### src/rtl/stc_defs.svh
`ifndef STC_DEFS_SVH
`define STC_DEFS_SVH

// ****************************************
// Register offsets
// ****************************************
`define STC_ADDR_W        2
`define STC_OFF_CTRL      2'h0
`define STC_OFF_DATA      2'h1

// ****************************************
// Control register fields
// ****************************************
`define STC_F_CLK_MASTER  7
`define STC_F_NINE_BIT    6
`define STC_F_TX_EN       5
`define STC_F_SYNC_MODE   4
`define STC_F_BREAK       3
`define STC_F_HIGH_SPEED  2
`define STC_F_SHIFT_EMPTY 1
`define STC_F_NINTH_BIT   0
`define STC_CTRL_RESET    8'h02
`define STC_CTRL_WMASK    8'hFD

// ****************************************
// Frame shapes and timing
// ****************************************
`define STC_SHIFT_W       14
`define STC_BITS_ASYNC8   4'hA
`define STC_BITS_ASYNC9   4'hB
`define STC_BITS_BREAK    4'hE
`define STC_BITS_SYNC8    4'h8
`define STC_BITS_SYNC9    4'h9
`define STC_LOW_SPEED_MUL 4

`endif

### src/rtl/stc_pkg.sv
package stc_pkg;

  // ****************************************
  // Types
  // ****************************************
  typedef enum logic [1:0] {
    STC_IDLE  = 2'b01,
    STC_SHIFT = 2'b10
  } stc_state_type;

  typedef struct packed {
    stc_state_type state;
    logic [7:0]    ctrl;
    logic [8:0]    hold;
    logic          hold_full;
    logic [13:0]   shift;
    logic [3:0]    bits;
    logic [15:0]   cnt;
    logic          ck_high;
    logic          ck_prev;
    logic          sync_run;
    logic          master_run;
    logic          brk_run;
    logic [7:0]    rdata;
  } stc_regs_type;

endpackage

### src/rtl/stc_transmit_control.sv
// The placing of the registers and the plain strobed port were decided locally.
`timescale 1ns/1ns
// Contract
// - nine-bit select picks nine- or eight-bit characters
// - high-speed select picks divisor, async only
// - shift-empty status reads one when shifter empty
// - lowest field is the ninth transmitted bit
// - sync mode: receive enables override transmit enable
`include "stc_defs.svh"

module stc_transmit_control #(
  parameter logic [15:0] DIV_HIGH = 16'h0004
) (
  input  wire logic       CLK,
  input  wire logic       RST,
  input  wire logic [1:0] ADDR,
  input  wire logic [7:0] WDATA,
  input  wire logic       WR,
  input  wire logic       RD,
  output logic      [7:0] RDATA,
  input  wire logic       SINGLE_RECEIVE_ENABLE,
  input  wire logic       CONTINUOUS_RECEIVE_ENABLE,
  input  wire logic       CK_I,
  output logic            CK_O,
  output logic            CK_OE,
  output logic            DT_O,
  output logic            DT_OE
);
  import stc_pkg::*;

  // ****************************************
  // Overview
  // ****************************************
  // Control register, one byte at offset zero:
  //   bit 7  clock source, master when set (sync only)
  //   bit 6  nine-bit characters
  //   bit 5  transmitter enable
  //   bit 4  mode select, sync when set
  //   bit 3  break request, cleared by hardware
  //   bit 2  high-speed divisor (async only)
  //   bit 1  shifter empty, read only, resets to one
  //   bit 0  ninth transmitted bit
  // Data port at offset one:
  //   A write fills the one-character holding buffer
  //   A write while the buffer is full is dropped
  //   A read returns the buffer-full flag in bit 0
  //   The ninth bit is latched with the data byte,
  //   so changing bit 0 later does not alter it
  // Async frame on the clock pin:
  //   start bit low, data LSB first, ninth bit for nine-bit characters, stop high
  //   one bit lasts DIV_HIGH cycles, or four times that
  //   when the high-speed divisor is off
  // Break frame:
  //   thirteen low bits, then a high stop bit
  //   the buffered byte is consumed and not sent
  //   break request clears only when a break frame ends,
  //   so a request made during a normal frame waits its turn
  // Sync master frame:
  //   clock low for DIV_HIGH cycles, then high for DIV_HIGH
  //   data moves as the clock falls, stable while high
  //   eight or nine bits, no start or stop
  // Sync slave frame:
  //   data moves one cycle after each falling clock edge
  //   the remote master must idle its clock low, or the
  //   first falling edge skips the first bit
  // Receive enables in sync mode drop the transmitter at
  // once; the character in flight is lost, not resumed.
  // Limitation: no receive path and no baud generator here,
  // the divisor is a fixed parameter.

  // ****************************************
  // State
  // ****************************************
  stc_regs_type q;
  stc_regs_type d;

  logic        tx_on;
  logic        sync_m;
  logic [15:0] bit_period;

  // Receive wins over transmit in sync mode
  assign sync_m = q.ctrl[`STC_F_SYNC_MODE];
  assign tx_on  = q.ctrl[`STC_F_TX_EN]
                  & ~(sync_m & (SINGLE_RECEIVE_ENABLE | CONTINUOUS_RECEIVE_ENABLE));

  // Speed select only matters for asynchronous framing
  assign bit_period = q.ctrl[`STC_F_HIGH_SPEED] ? DIV_HIGH
                      : 16'(DIV_HIGH * `STC_LOW_SPEED_MUL);

  // ****************************************
  // Next state
  // ****************************************
  always_comb begin
    d         = q;
    d.rdata   = 8'h00;
    d.ck_prev = CK_I;

    unique case (q.state)
      STC_IDLE: begin
        d.ck_high = 1'b0;
        if (tx_on && q.hold_full) begin
          d.hold_full  = 1'b0;
          d.state      = STC_SHIFT;
          d.sync_run   = sync_m;
          d.master_run = q.ctrl[`STC_F_CLK_MASTER];
          d.brk_run    = 1'b0;
          if (sync_m) begin
            d.cnt   = DIV_HIGH - 16'h0001;
            d.shift = {5'h1F, q.hold};
            d.bits  = q.ctrl[`STC_F_NINE_BIT] ? `STC_BITS_SYNC9 : `STC_BITS_SYNC8;
          end else begin
            d.cnt = bit_period - 16'h0001;
            if (q.ctrl[`STC_F_BREAK]) begin
              // Start bit plus twelve zeros, then stop; data is discarded
              d.shift   = {1'b1, 13'h0000};
              d.brk_run = 1'b1;
              d.bits  = `STC_BITS_BREAK;
            end else if (q.ctrl[`STC_F_NINE_BIT]) begin
              d.shift = {4'hF, q.hold, 1'b0};
              d.bits  = `STC_BITS_ASYNC9;
            end else begin
              d.shift = {5'h1F, q.hold[7:0], 1'b0};
              d.bits  = `STC_BITS_ASYNC8;
            end
          end
        end
      end
      STC_SHIFT: begin
        if (!tx_on) begin
          // Disabling the transmitter aborts the character in flight
          d.state = STC_IDLE;
          d.shift = {`STC_SHIFT_W{1'b1}};
        end else if (q.sync_run && !q.master_run) begin
          // Slave: advance on each falling edge of the external clock
          if (q.ck_prev && !CK_I) begin
            d.shift = {1'b1, q.shift[13:1]};
            d.bits  = q.bits - 4'h1;
            if (q.bits == 4'h1) begin
              d.state = STC_IDLE;
            end
          end
        end else if (q.cnt != 16'h0000) begin
          d.cnt = q.cnt - 16'h0001;
        end else begin
          d.cnt = q.sync_run ? DIV_HIGH - 16'h0001 : bit_period - 16'h0001;
          if (q.sync_run) begin
            d.ck_high = ~q.ck_high;
          end
          // A bit ends at the count in async, after the high half in master
          if (!q.sync_run || q.ck_high) begin
            d.shift = {1'b1, q.shift[13:1]};
            d.bits  = q.bits - 4'h1;
            if (q.bits == 4'h1) begin
              d.state = STC_IDLE;
              // Only a break frame retires the request
              if (q.brk_run) begin
                d.ctrl[`STC_F_BREAK] = 1'b0;
              end
            end
          end
        end
      end
    endcase

    // Software writes after the hardware clear, so a new set wins
    if (WR && ADDR == `STC_OFF_CTRL) begin
      d.ctrl = (WDATA & `STC_CTRL_WMASK) | (d.ctrl & ~`STC_CTRL_WMASK);
    end
    if (WR && ADDR == `STC_OFF_DATA && !q.hold_full) begin
      d.hold      = {q.ctrl[`STC_F_NINTH_BIT], WDATA};
      d.hold_full = 1'b1;
    end

    d.ctrl[`STC_F_SHIFT_EMPTY] = (d.state == STC_IDLE);

    if (RD) begin
      unique case (ADDR)
        `STC_OFF_CTRL: d.rdata = q.ctrl;
        `STC_OFF_DATA: d.rdata = {7'h00, q.hold_full};
        default:       d.rdata = 8'h00;
      endcase
    end
  end

  // ****************************************
  // Registers
  // ****************************************
  always_ff @(posedge CLK) begin
    if (RST) begin
      q.state      <= STC_IDLE;
      q.ctrl       <= `STC_CTRL_RESET;
      q.hold       <= 9'h000;
      q.hold_full  <= 1'b0;
      q.shift      <= {`STC_SHIFT_W{1'b1}};
      q.bits       <= 4'h0;
      q.cnt        <= 16'h0000;
      q.ck_high    <= 1'b0;
      q.ck_prev    <= 1'b0;
      q.sync_run   <= 1'b0;
      q.master_run <= 1'b0;
      q.brk_run    <= 1'b0;
      q.rdata      <= 8'h00;
    end else begin
      q <= d;
    end
  end

  // ****************************************
  // Pins
  // ****************************************
  // Async uses the clock pin as the serial line; sync master drives the clock
  always_comb begin
    RDATA = q.rdata;
    if (!sync_m) begin
      CK_O  = q.shift[0];
      CK_OE = q.ctrl[`STC_F_TX_EN];
      DT_O  = 1'b1;
      DT_OE = 1'b0;
    end else begin
      CK_O  = q.ck_high;
      CK_OE = q.ctrl[`STC_F_CLK_MASTER];
      DT_O  = q.shift[0];
      DT_OE = tx_on;
    end
  end

endmodule

### config.mk
export PLATFORM = sky130hd
export DESIGN_NAME = stc_transmit_control
export DESIGN_NICKNAME = d
export VERILOG_FILES = /design/src/rtl/stc_pkg.sv /design/src/rtl/stc_transmit_control.sv
export VERILOG_INCLUDE_DIRS = /design/src /design/src/rtl
export SDC_FILE = /design/constraint.sdc
export NUM_CORES = 1
export LEC_CHECK = 0
export ABC_CLOCK_PERIOD_IN_PS = 2100
export BUFFER_PORTS_ARGS = -buffer_cell sky130_fd_sc_hd__buf_2
export CAP_MARGIN = 10
export CORE_MARGIN = 2
export CORE_UTILIZATION = 55
export CTS_CLUSTER_DIAMETER = 120
export CTS_CLUSTER_SIZE = 30
export DETAILED_ROUTE_END_ITERATION = 6
export PLACE_DENSITY = 0.75
export SYNTH_ARGS = -nofsm -noshare
export SYNTH_HDL_FRONTEND = slang
export SYNTH_SLANG_ARGS = --single-unit
### constraint.sdc
create_clock -name CLK -period 2.1 [get_ports CLK]
set_input_delay 0.105 -clock CLK [delete_from_list [all_inputs] [get_ports CLK]]
set_output_delay 0.105 -clock CLK [all_outputs]
set_load 0.01 [all_outputs]
==> results of run 1 <==
==> power by group <==
part	switching (mW)	internal, mW
combinational	0.142	0.0977
clock	0.498	0.579
sequential	0.0240	1.28
total	0.665	1.95
==> repair_timing <==
| action | in CTS | in global routing |
|---|---|---|
| hold buffers | 2 | 0 |
| gates resized for setup | 1 | 8 |
| endpoints found under the hold margin | 2 | 0 |
| endpoints found under the setup margin | 2 | 9 |
==> cell families after synthesis <==
family,Yosys count,synth area share [%]
AO/OA/AOI/OAI,103,21.81
adder cells (fa/ha/maj),3,1.171
buffers and inverters,42,6.360
multiplexers,10,3.160
XOR/XNOR,7,1.912
AND/OR/NAND/NOR,144,24.39
flip-flops,66,41.20
==> routing by layer <==
metal | global-route usage, % | routed length (microns) | vias up
li1 | - | - | 1422
met3 | 7.191 | 561 | 8
met5 | 0 | 0 | -
met1 | 33.17 | 3523 | 1361
met4 | 5.763 | 44 | 0
met2 | 43.67 | 3737 | 114
==> stage by stage <==
stage | total power [mW] | TNS [ns] | hold slack, ns | util, %
6_report | 2.618 | 0 | 0.008406 | 66.11
3_3_place_gp | 1.550 | 0 | 0.3453 | 61.50
3_5_place_dp | 1.555 | 0 | 0.3476 | 61.50
5_1_grt | 2.714 | -0.001939 | 0.004524 | 66.11
2_1_floorplan | 1.487 | 0 | 0.2332 | -
4_1_cts | 2.621 | 0 | 0.009691 | 65.66
==> layout make-up <==
type	count	area, sq um
fill	476	1889
multi-input combinational	267	1714
sequential	66	1321
timing repair buffer	50	310.3
clock buffer	10	137.6
tap	72	90.09
clock inverter	6	66.31
inverter	12	45.04
==> critical path: stages, from the launching register on <==
cell and delay (ns):
sky130_fd_sc_hd__dfxtp_1 0.33, sky130_fd_sc_hd__inv_1 0.06, sky130_fd_sc_hd__ha_1 0.18, sky130_fd_sc_hd__nor4b_4 0.31
sky130_fd_sc_hd__and4_4 0.32, sky130_fd_sc_hd__a21o_2 0.21, sky130_fd_sc_hd__o21ai_4 0.14, sky130_fd_sc_hd__a211o_1 0.31
==> sequential cells by signal, summed over array words and instances, names as in the netlist <==
register,flops
RDATA,8
q,58
==> placed cells by master (no fill, tap or decap), drive strengths merged, types with 6 or more instances in the layout <==
cell type,count
a211oi,7
a21oi,21
a221oi,8
a31oi,6
and2,7
buf,48
clkbuf,10
dfxtp,66
inv,12
mux2i,9
nand2,36
nand2b,6
nand3,10
nand4,7
nor2,41
nor2b,6
nor3,11
o211ai,6
o21ai,29
o311ai,9
xor2,6
==> how the worst max path moves through the flow <==
stage                     startpoint    end  slack [ns]  cells past startpoint
after floorplan                q[13]  q[33]        0.27                      8
after global placement         q[13]  q[34]        0.07                      7
after detailed placement       q[13]  q[35]       0.004                      7
after CTS                      q[13]  q[35]        0.05                      7
after global routing           q[13]  q[38]      -0.002                      7
final                          q[13]  q[33]        0.12                      7
==> flow_results.org, run 1 <==
** Outcome
- Run status :: completed

** Setup path
- The startpoint identified for the worst register-to-register timing path is q[13].
- Counting cells, the worst reg-to-reg path comes to 7.
- Capture point of the worst reg-to-reg path :: q[33]
- Worst path arrival time :: around 2.2 ns
- STA classifies the critical path endpoint as a flop.
- Startpoint kind of the worst setup timing path :: flop
- For the worst setup path, the data required time is ~2.3 ns.
- The critical path is of the reg -> reg type.
- Max Fanout on Critical Path :: 13
- For flop-to-flop paths, the worst setup slack is between 0.1 and 0.15 ns.

** Run
- Across the run, the number of max-cap violations was 0.

** Timing
- Clock skew on the completed layout was measured at between 0.01 and 0.015 ns.
- The number of slew-limit violations in the final report came to 0.
- Headroom to the max-slew limit came out at between 60% and 70%.
- The final critical path takes up 94.35% of the cycle.
- For the pin with the worst max-slew slack, the measured transition is 0.5630 ns.
- Final hold violations :: 0
- Setup violations remaining at the end of the flow were counted as 0.
- Minimum clock period after layout :: approximately 2 ns
- Maximum clock rate :: 504.7 MHz
- Worst setup margin :: 0.1186 ns

** Placement
- Once placement completed, the tool counted placed cells totaling ~470.
- At the placement stage, the worst setup path has a slack of around 0.0042 ns.
- At the end of routability-driven placement, the weighted congestion stood at roughly 0.84.
- Port buffer count :: 28
- Summing all placed instances gives a cell area of approximately 0.0034 sq mm.
- Detailed placement finished with a half-perimeter wire length of about 5500 microns.

** Power
- The analysis attributes to cell leakage a power of 1.338 nW.
- PD cells :: 710.4 mW/mm^2
- Worst voltage drop across the vdd grid :: 0.4602 mV

** Synth
- Most common cell in the netlist :: sky130_fd_sc_hd__dfxtp_1
- Summed over all instances, the cell type with the most area after synthesis is sky130_fd_sc_hd__dfxtp_1.
- Average footprint of a synthesized cell :: 8.552 sq um
- Sequential cells were found to cover around two fifths of the synthesized design area.
- The synthesized netlist occupies a cell area of between 0.003 and 0.004 sq mm.
- Top flip-flop cell by instance count after synthesis :: sky130_fd_sc_hd__dfxtp_1
- Count of mapped cells out of synthesis :: approximately 380
- When the netlist entered floorplanning its net count stood at between 300 and 400.
- The synthesized design contains 0 enable-type register cells.
- Count of cell types in the netlist :: 62
- After synthesis, the most frequently instantiated cells are sky130_fd_sc_hd__dfxtp_1, sky130_fd_sc_hd__nor2_1, sky130_fd_sc_hd__nand2_1.
- Synthesis-stage register bit count :: 66
- In the post-synthesis netlist, the biggest area contributors are sky130_fd_sc_hd__dfxtp_1, sky130_fd_sc_hd__nor2_1, sky130_fd_sc_hd__o21ai_0.
- Async set or reset register ratio after synthesis :: 0%
- Yosys Warn Count :: 0
- The share of synthesized area in the top cell type comes to between 40% and 50%.

** Die
- Chip Width :: approximately 80 microns
- Placeable Area :: between 0.005 and 0.006 sq mm
- Top-level I/O count :: 29
- The floorplan step defined a die boundary enclosing between 0.006 and 0.007 sq mm.
- The floorplan has 27 rows.
- Die Height :: between 80 and 90 microns
- For this configuration, the core starts out at a cell density of between 50% and 60%.

** Clock network
- For this design, the sink count on the clock tree is 66.
- At the later pin of the worst-skew pair, clock insertion delay measures between 0.3 and 0.4 ns.
- Clock tree from TritonCTS :: yes
- Clock-pin slew was measured on the worst setup and hold paths at about 0.07 ns.
- Buffer depth of the longest clock path :: 2
- Total clock buffers created by CTS :: 9
- Master cell of the clock root buffer :: sky130_fd_sc_hd__clkbuf_8
- In this run the post-CTS setup repair buffer count came out at 0.
- In this run the number of H-tree levels came out at 3.

** Detailed routing
- DR WL/cell :: ~16 microns
- Number of iterations in the first detailed-routing pass :: 5
- Number of DRC markers in iteration 0 :: between 200 and 300
- Post-detailed-route via-to-cell ratio :: 6.014
- In the routed design, unresolved DRC markers number 0.
- Total routed wirelength :: ~7900 microns
- Remaining number of nets flagged by the antenna check after routing :: 0
- Via count :: between 2k and 3k

** Global routing
- Global-route wire length before repair :: between 10000 and 15000 microns
- Entering global routing, the biggest net connects 23 pins.
- Initial antenna violation count :: 0
- Summed over all layers, the global routing overflow is 0.
- Vias in the first global route :: between 2k and 3k
- For this run, the total global-route usage over all layers was measured as 25.98%.

** Min path
- In this run the most critical hold path is launched from WDATA[5].
- Count of cells along the worst hold path :: 3
- Min-Delay Endpoint :: q[62]
- Worst hold path type :: in -> reg

** Finish
- The repair_antennas step left the layout with diodes totalling 0.
- Filler-free cell count of the finished design :: a little under 500
- Total non-filler cell area in the finished layout :: 0.003685 sq mm
- Fraction of final layout cells with drive strength greater than 1 :: 19.71%
- The area growth from synthesis to layout is 14.90%.
- After the last flow step, the layout net total stands at ~430.
No activity file was read; power rests on OpenSTA's default activity.
==> inputs of run 2 (changes only) <==
--- a/config.mk
+++ b/config.mk
@@ -6,7 +6,7 @@
 export SDC_FILE = /design/constraint.sdc
 export NUM_CORES = 1
 export LEC_CHECK = 0
-export ABC_CLOCK_PERIOD_IN_PS = 2100
+export ABC_CLOCK_PERIOD_IN_PS = 2550
 export BUFFER_PORTS_ARGS = -buffer_cell sky130_fd_sc_hd__buf_2
 export CAP_MARGIN = 10
 export CORE_MARGIN = 2
==> constraint.sdc (replaced) <==
create_clock -name CLK -period 2.55 [get_ports CLK]
set_input_delay 0.1275 -clock CLK [delete_from_list [all_inputs] [get_ports CLK]]
set_output_delay 0.1275 -clock CLK [all_outputs]
set_load 0.01 [all_outputs]
==> run 2 against run 1 <==
Clock power decreased by 9%. Worst setup slack improved by 0.31 ns. Via count decreased by 2.4%. First-iteration DRC count decreased by 19%. Highest routed layer unchanged. Global-route usage decreased by 0.62 points. Critical endpoint is now q[35]. Cell area decreased by 2.9%.
==> flow_results.org, run 2 (same netlist as run 1, synthesis figures left out) <==
** Global routing
- GR Util All Layers :: 25.36% (was 25.98%)
- Aggregate global routing overflow :: 0 (unchanged)
- Maximum number of pins on one net before global-route repair :: 38 (was 23)
- The number of antenna violations at the first check in global routing is 0 (unchanged).
- Vias in the first global route :: 2646 (was 2655)
- The global-route wire length before repair is 12500 microns (was 12920 microns).

** Setup path
- Worst path cell trace :: inv_1, ha_1, nor4b_4, and4_4, a21o_2, o21ai_2, o311ai_0 (was inv_1, ha_1, nor4b_4, and4_4, a21o_2, o21ai_4, a211o_1)
- Setup Crit Path Kind :: reg -> reg (unchanged)
- Highest-delay cell along the critical path :: sky130_fd_sc_hd__o21ai_2 (was sky130_fd_sc_hd__dfxtp_1)
- The worst path arrival time came to 2.33 ns (was 2.22 ns).
- Delay of the slowest cell on the worst path :: 0.45 ns (was 0.33 ns)
- The required time at the endpoint of the critical path was 2.75 ns (was 2.34 ns).
- The nature of the critical path endpoint is a flop (unchanged).
- Max Fanout on Critical Path :: 13 (unchanged)
- Startpoint kind of the worst setup timing path :: flop (unchanged)

** Detailed routing
- The initial detailed-routing violation count came to 214 (was 265).
- Total routed wirelength :: 7521 microns (was 7867 microns)
- DR WL/cell :: 15.93 microns (was 16.29 microns)
- Number of iterations in the first detailed-routing pass :: 5 (unchanged)
- Post-detailed-route via-to-cell ratio :: 6.008 (was 6.014)
- The remaining antenna violation count came to 0 (unchanged).
- Via count :: 2836 (was 2905)
- The DRC violation count after routing is 0 (unchanged).

** Finish
- Area growth, synth to finish :: 11.63% (was 14.90%)
- The number of nets in the final layout came to 415 (was 426).
- The number of flip-flops in the largest register came to 58 (unchanged).
- The ratio of cells with drive above 1 in the final layout is 16.75% (was 19.71%).
- Antenna diode count :: 0 (unchanged)
- The register with the most flip-flops is q (unchanged).
- Total non-filler cell area in the finished layout :: 0.003580 sq mm (was 0.003685 sq mm)
- Number of fill cells :: 471 (was 476)
- Most frequent cells in the layout :: sky130_fd_sc_hd__dfxtp_1, sky130_fd_sc_hd__nor2_1, sky130_fd_sc_hd__nand2_1 (unchanged)
- Most frequent standard cell in the layout excluding fill and tap cells :: sky130_fd_sc_hd__dfxtp_1 (unchanged)

** Placement
- Cell area after placement :: 0.003361 sq mm (was 0.003428 sq mm)
- Setup WS pre-CTS :: 0.4207 ns (was 0.004226 ns)
- The half-perimeter wire length after placement came to 5259 microns (was 5488 microns).
- Port buffer count :: 28 (unchanged)
- Placer's final routability congestion estimate :: 0.7823 (was 0.8381)

** Clock network
- CTS sink count :: 66 (unchanged)
- Buffer depth of the longest clock path :: 2 (unchanged)
- The CTS tree was yes (unchanged).
- Setup Fix Bufs, Post-CTS :: 0 (unchanged)
- Number of H-tree branching levels :: 3 (unchanged)
- The total clock buffers created by CTS came to 9 (unchanged).
- Master cell of the clock root buffer :: sky130_fd_sc_hd__clkbuf_8 (unchanged)
- The clock-pin slew on the worst setup and hold paths came to 0.08 ns (was 0.07 ns).
- Clock latency on the worst-skew pair :: 0.35 ns (about the same)
- The number of instances resized during post-cts repair was 0 (was 1).
- Cts hold-fix bufs :: 0 (was 2)

** Power
- The static power due to leakage is 1.295 nW (was 1.338 nW).
- The power density of the placed cells came to 623.7 mW/mm^2 (was 710.4 mW/mm^2).
- The peak supply drop is 0.4208 mV (was 0.4602 mV).
- The total power after layout came to 2.233 mW (was 2.618 mW).

** Die
- Top-level I/O count :: 29 (unchanged)
- Chip Width :: 80.36 microns (unchanged)
- Area of the die :: 0.006458 sq mm (unchanged)
- Starting density of the core :: 57.53% (unchanged)
- Placeable Area :: 0.005574 sq mm (unchanged)
- Total number of placement rows :: 27 (unchanged)
- Die Height :: 80.36 microns (unchanged)

** Timing
- Clock skew after layout :: 0.01112 ns (was 0.01019 ns)
- Worst hold-check slack :: 0.01230 ns (was 0.008406 ns)
- The final cycle utilization of the critical path was 83.34% (was 94.35%).
- The fmax came to 470.6 MHz (was 504.7 MHz).
- Max-slew headroom :: 52.41% (was 62.33%)
- Number of setup violations in the final report :: 0 (unchanged)
- Final hold violations :: 0 (unchanged)
- Setup repair after global routing missed its margin :: no
- The sum of negative setup slack was 0 ns (unchanged).
- Worst setup margin :: 0.4248 ns (was 0.1186 ns)
- Count of final max-slew check failures :: 0 (unchanged)
- Minimum clock period after layout :: 2.125 ns (was 1.981 ns)
- Worst-Margin Slew :: 0.7084 ns (was 0.5630 ns)

** Outcome
- Run status: completed (unchanged).

** Min path
- The path class of the lowest-slack min-delay path is in -> reg (unchanged).

** Run
- The max capacitance violation total came to 0 (unchanged).
-- run 2: cell types whose count changed in the layout (fill, tap and decap cells not counted), sizes merged --
cell	previous run	this run
bufinv	1	2
dlygate4sd3	2	0
clkbuf	10	11
buf	48	39
clkinvlp	3	1
-- run 2: power breakdown --
group	total (mW)	internal, mW	switching, mW	leakage [nW]
registers	1.07	1.05	0.0199	0.534
clock network	0.984	0.574	0.410	0.109
logic	0.178	0.0684	0.110	0.651
total	2.23	1.69	0.539	1.29
-- run 2: cell type report --
type                    instances  area [sq um]  share of cell area [%]
repair buffers                 39         222.7                   6.222
inverters                      12         45.04                   1.258
clock inverters                 5         77.57                   2.167
multi-input cells             267          1682                   46.98
clock buffers                  11         141.4                   3.950
flip-flops and latches         66          1321                   36.91
well taps                      72         90.09                   2.517
-- run 2: path summary, 6_finish.rpt --
check                           startpoint        to  slack (ns)  cells past startpoint
worst max-delay path                 q[13]     q[35]        0.42                      7
worst min-delay path              WDATA[1]     q[49]        0.01                      3
worst max register to register       q[13]     q[35]        0.42                      7
worst min register to register       q[58]  RDATA[1]        0.44                      1
-- run 2: routing by layer --
metal  track usage, %  share of wire [%]
met1            33.73                 47
met2            39.25                 45
met3            6.854                5.3
met4            9.492                2.0
met5                0                  0
-- run 2: critical path, delay by kind of cell (launching register included) --
kind	cells	cell delay [ns]
AOI/OAI and AO/OA	3	0.93
adders and majority gates	1	0.22
buffers and inverters	1	0.06
DFF	1	0.37
and+or+nand+nor	2	0.40
-- run 2: through the flow --
| step | utilization, % | std cells |
|---|---|---|
| CTS | 64.22 | 472 |
| global route | 64.22 | 472 |
| global placement | 60.29 | 456 |
| finish | 64.22 | 472 |
| detailed placement | 60.29 | 456 |
| floorplan | - | 375 |
==> inputs of run 3 (changes only) <==
--- a/config.mk
+++ b/config.mk
@@ -6,11 +6,11 @@
 export SDC_FILE = /design/constraint.sdc
 export NUM_CORES = 1
 export LEC_CHECK = 0
-export ABC_CLOCK_PERIOD_IN_PS = 2550
+export ABC_CLOCK_PERIOD_IN_PS = 1900
 export BUFFER_PORTS_ARGS = -buffer_cell sky130_fd_sc_hd__buf_2
 export CAP_MARGIN = 10
 export CORE_MARGIN = 2
-export CORE_UTILIZATION = 55
+export CORE_UTILIZATION = 53
 export CTS_CLUSTER_DIAMETER = 120
 export CTS_CLUSTER_SIZE = 30
 export DETAILED_ROUTE_END_ITERATION = 6
==> constraint.sdc (replaced) <==
create_clock -name CLK -period 1.9 [get_ports CLK]
set_input_delay 0.095 -clock CLK [delete_from_list [all_inputs] [get_ports CLK]]
set_output_delay 0.095 -clock CLK [all_outputs]
set_load 0.01 [all_outputs]
==> run 3 against run 2 <==
First-iteration DRC count shrank 4.2%. Sequential share of layout area decreased by 3.2 points. Utilization is 2.7 points higher. Hold slack got worse by 0.0043 ns. Die area is 3.6% higher. Sequential power rose by 34%. Combinational power up 81%. Power is 27% higher. Largest power group unchanged. Worst setup slack worse by 0.36 ns. Register-to-register slack got worse by 0.36 ns. Cell area grew 10%. Sequential cell count did not move.
==> flow_results.org, run 3 (same netlist as run 1, synthesis figures left out) <==
** Outcome
- Run status: completed (unchanged).

** Finish
- The number of nets in the final layout came to 453 (was 415).
- The final non-filler cell total was 513 (was 472).
- The most common cell after layout, fill and taps aside was sky130_fd_sc_hd__dfxtp_1 (unchanged).
- The number of antenna repair diodes was 0 (unchanged).
- Most frequent cells in the layout :: sky130_fd_sc_hd__dfxtp_1, sky130_fd_sc_hd__nor2_1, sky130_fd_sc_hd__buf_4 (was sky130_fd_sc_hd__dfxtp_1, sky130_fd_sc_hd__nor2_1, sky130_fd_sc_hd__nand2_1)
- Max FFs per register :: 58 (unchanged)
- The utilization after layout was 66.88% (was 64.22%).
- Area growth, synth to finish :: 22.75% (was 11.63%)
- The ratio of cells with drive above 1 in the final layout is 25.11% (was 16.75%).
- Register containing the most flip-flops in the final layout :: q (unchanged)

** Timing
- Clock skew after layout :: 0.008635 ns (was 0.01112 ns)
- Worst hold-check slack :: 0.007956 ns (was 0.01230 ns)
- The final cycle utilization of the critical path is 96.53% (was 83.34%).
- The total setup violations reported at the end of the flow came to 0 (unchanged).
- The clock period minus final worst setup slack is 1.834 ns (was 2.125 ns).
- The slew at the pin closest to its max-slew limit was 0.4775 ns (was 0.7084 ns).
- The number of slew-limit violations in the final report was 0 (unchanged).
- The count of final hold-check violations is 0 (unchanged).
- The fmax is 545.3 MHz (was 470.6 MHz).
- Setup TNS :: 0 ns (unchanged)
- Max-slew headroom :: 68.05% (was 52.41%)

** Detailed routing
- The first-pass iteration count of the detailed router came to 5 (unchanged).
- The final wirelength was 8251 microns (was 7521 microns).
- Via count :: 3070 (was 2836)
- The DRC violation count after routing is 0 (unchanged).
- Post-detailed-route via-to-cell ratio :: 5.984 (was 6.008)
- The wire length per cell after detailed routing came to 16.08 microns (was 15.93 microns).
- Number of DRC markers in iteration 0 :: 205 (was 214)
- Remaining number of nets flagged by the antenna check after routing :: 0 (unchanged)

** Setup path
- The critical path start-end classification is reg -> reg (unchanged).
- End point of the critical path :: q[58] (was q[35])
- The startpoint of the worst-slack reg-to-reg timing path was q[13] (unchanged).
- The depth of the worst register-to-register path is 7 (unchanged).
- Worst path arrival time :: 2.07 ns (was 2.33 ns)
- The required time at the endpoint of the critical path is 2.13 ns (was 2.75 ns).
- Capture point of the worst reg-to-reg path :: q[58] (was q[35])
- The nature of the critical path endpoint was a flop (unchanged).
- The flop-to-flop setup slack came to 0.07 ns (was 0.42 ns).
- The maximum net fanout on the critical path was 6 (was 13).
- Startpoint kind of the worst setup timing path :: flop (unchanged)
- The origin of the worst setup path is q[13] (unchanged).

** Die
- The starting density of the core is 54.49% (was 57.53%).
- Die Height :: 81.79 microns (was 80.36 microns)
- The die outline area came to 0.006689 sq mm (was 0.006458 sq mm).
- The number of placed I/O pins came to 29 (unchanged).
- The die extent in x was 81.79 microns (was 80.36 microns).
- Total number of placement rows :: 28 (was 27)
- Placeable Area :: 0.005886 sq mm (was 0.005574 sq mm)

** Power
- Switching portion of total power :: 27.29% (was 24.15%)
- Share of total power in combinational logic :: 11.4% (was 8.0%)
- The static power due to leakage came to 1.464 nW (was 1.295 nW).
- The internal cell power is 2.064 mW (was 1.693 mW).
- Clock network fraction of total power :: 38.2% (was 44.1%)
- Relative contribution of sequential cells to total power :: 50.5% (was 48.0%)
- Net switching power :: 774.4 uW (was 539.2 uW)
- The peak supply drop came to 0.4273 mV (was 0.4208 mV).
- PD cells :: 721.0 mW/mm^2 (was 623.7 mW/mm^2)

** Global routing
- GRT Max-Usage Layer :: met2 (unchanged)
- Global-route wire length before repair :: 12840 microns (was 12500 microns)
- GRT met1 Usage :: 30.97% (was 33.73%)
- The met2 global-route usage came to 43.82% (was 39.25%).
- The global-route met3 utilization was 3.956% (was 6.854%).
- Vias in the first global route :: 2758 (was 2646)
- Aggregate global routing overflow :: 0 (unchanged)
- The maximum number of pins on one net before global-route repair was 22 (was 38).
- The total global-route track usage was 25.23% (was 25.36%).
- The number of antenna violations at the first check in global routing came to 0 (unchanged).

** Clock network
- The maximum count of clock buffers along a single path is 2 (unchanged).
- Master cell of the clock root buffer :: sky130_fd_sc_hd__clkbuf_8 (unchanged)
- The clock insertion delay at the later pin of the skew report came to 0.35 ns (about the same).
- The CTS tree is yes (unchanged).
- The H-tree level count came to 3 (unchanged).
- CTS sink count :: 66 (unchanged)
- The clock-pin slew on the worst setup and hold paths was 0.08 ns (about the same).
- The total clock buffers created by CTS came to 9 (unchanged).

** Placement
- Number of placed cells counting well taps :: 485 (was 456)
- Placer's final routability congestion estimate :: 0.9010 (was 0.7823)
- HPWL after detailed placement :: 5660 microns (was 5259 microns)
- The number of input and output port buffers inserted is 28 (unchanged).

** Min path
- Worst hold path type :: in -> reg (unchanged)

** Run
- Count of max-cap constraint violations :: 0 (unchanged)
## run 3: cell count changes in the layout (fill, tap and decap cells not counted), sizes merged, moves of 2 or more
cell / delta
buf: +29
bufinv: -2
clkinvlp: +2
dlygate4sd3: +8
## run 3: final cells by class
type | instances | area (sq um)
Clock buffer | 10 | 137.6
Sequential cell | 66 | 1325
Tap cell | 75 | 93.84
Fill cell | 477 | 1949
Clock inverter | 6 | 41.29
Timing Repair Buffer | 76 | 544.3
Inverter | 12 | 45.04
Multi-Input combinational cell | 268 | 1749
## run 3: per-stage QoR
step / power (mW) / cell area, sq um / setup WS (ns)
after CTS: 2.815 / 3839 / 0.002447
after global placement: 1.729 / 3572 / -0.04532
after global routing: 2.937 / 3936 / -0.01709
after detailed placement: 1.733 / 3572 / -0.1047
after floorplan: 1.644 / 3207 / 0.06897
final: 2.838 / 3936 / 0.06602
## run 3: per-layer routing
| layer | vias to the layer above | wire length [microns] |
|---|---|---|
| met5 | - | 0 |
| met4 | 0 | 76 |
| met3 | 8 | 444 |
| met2 | 97 | 4077 |
| met1 | 1492 | 3653 |
| li1 | 1473 | - |
## run 3: how the worst min path moves through the flow
| stage | from | slack, ns | end | depth (start not counted) |
|---|---|---|---|---|
| finish | WDATA[0] | 0.008 | q[57] | 3 |
| detailed placement | CK_I | 0.34 | q[11] | 2 |
| floorplan | CK_I | 0.22 | q[11] | 1 |
| global route | WDATA[4] | 0.003 | q[52] | 3 |
| CTS | WDATA[0] | 0.005 | q[57] | 3 |
| global placement | CK_I | 0.34 | q[11] | 2 |
## run 3: critical path, stage by stage (launching register included)
cell	delay, ns
sky130_fd_sc_hd__dfxtp_1	0.34
sky130_fd_sc_hd__inv_1	0.05
sky130_fd_sc_hd__ha_2	0.18
sky130_fd_sc_hd__nor4b_4	0.14
sky130_fd_sc_hd__and4_4	0.22
sky130_fd_sc_hd__a21o_4	0.24
sky130_fd_sc_hd__a311o_1	0.36
sky130_fd_sc_hd__nand2b_1	0.20
## run 3: timing repair
item / in CTS / in global routing
hold buffers: 8 / 0
resized for setup: 2 / 26
pin swaps: 1 / 6
cloned: 0 / 1
setup buffers: 0 / 3
setup endpoints to repair: 17 / 26
hold endpoints to repair: 9 / 0
## run 3: power groups by stage
stage          Sequential, mW  Combinational, mW  Clock (mW)
2_1_floorplan            1.46              0.185           0
3_3_place_gp             1.46              0.267           0
3_5_place_dp             1.46              0.270           0
4_1_cts                  1.43              0.287        1.10
5_1_grt                  1.44              0.349        1.15
6_report                 1.43              0.322        1.08
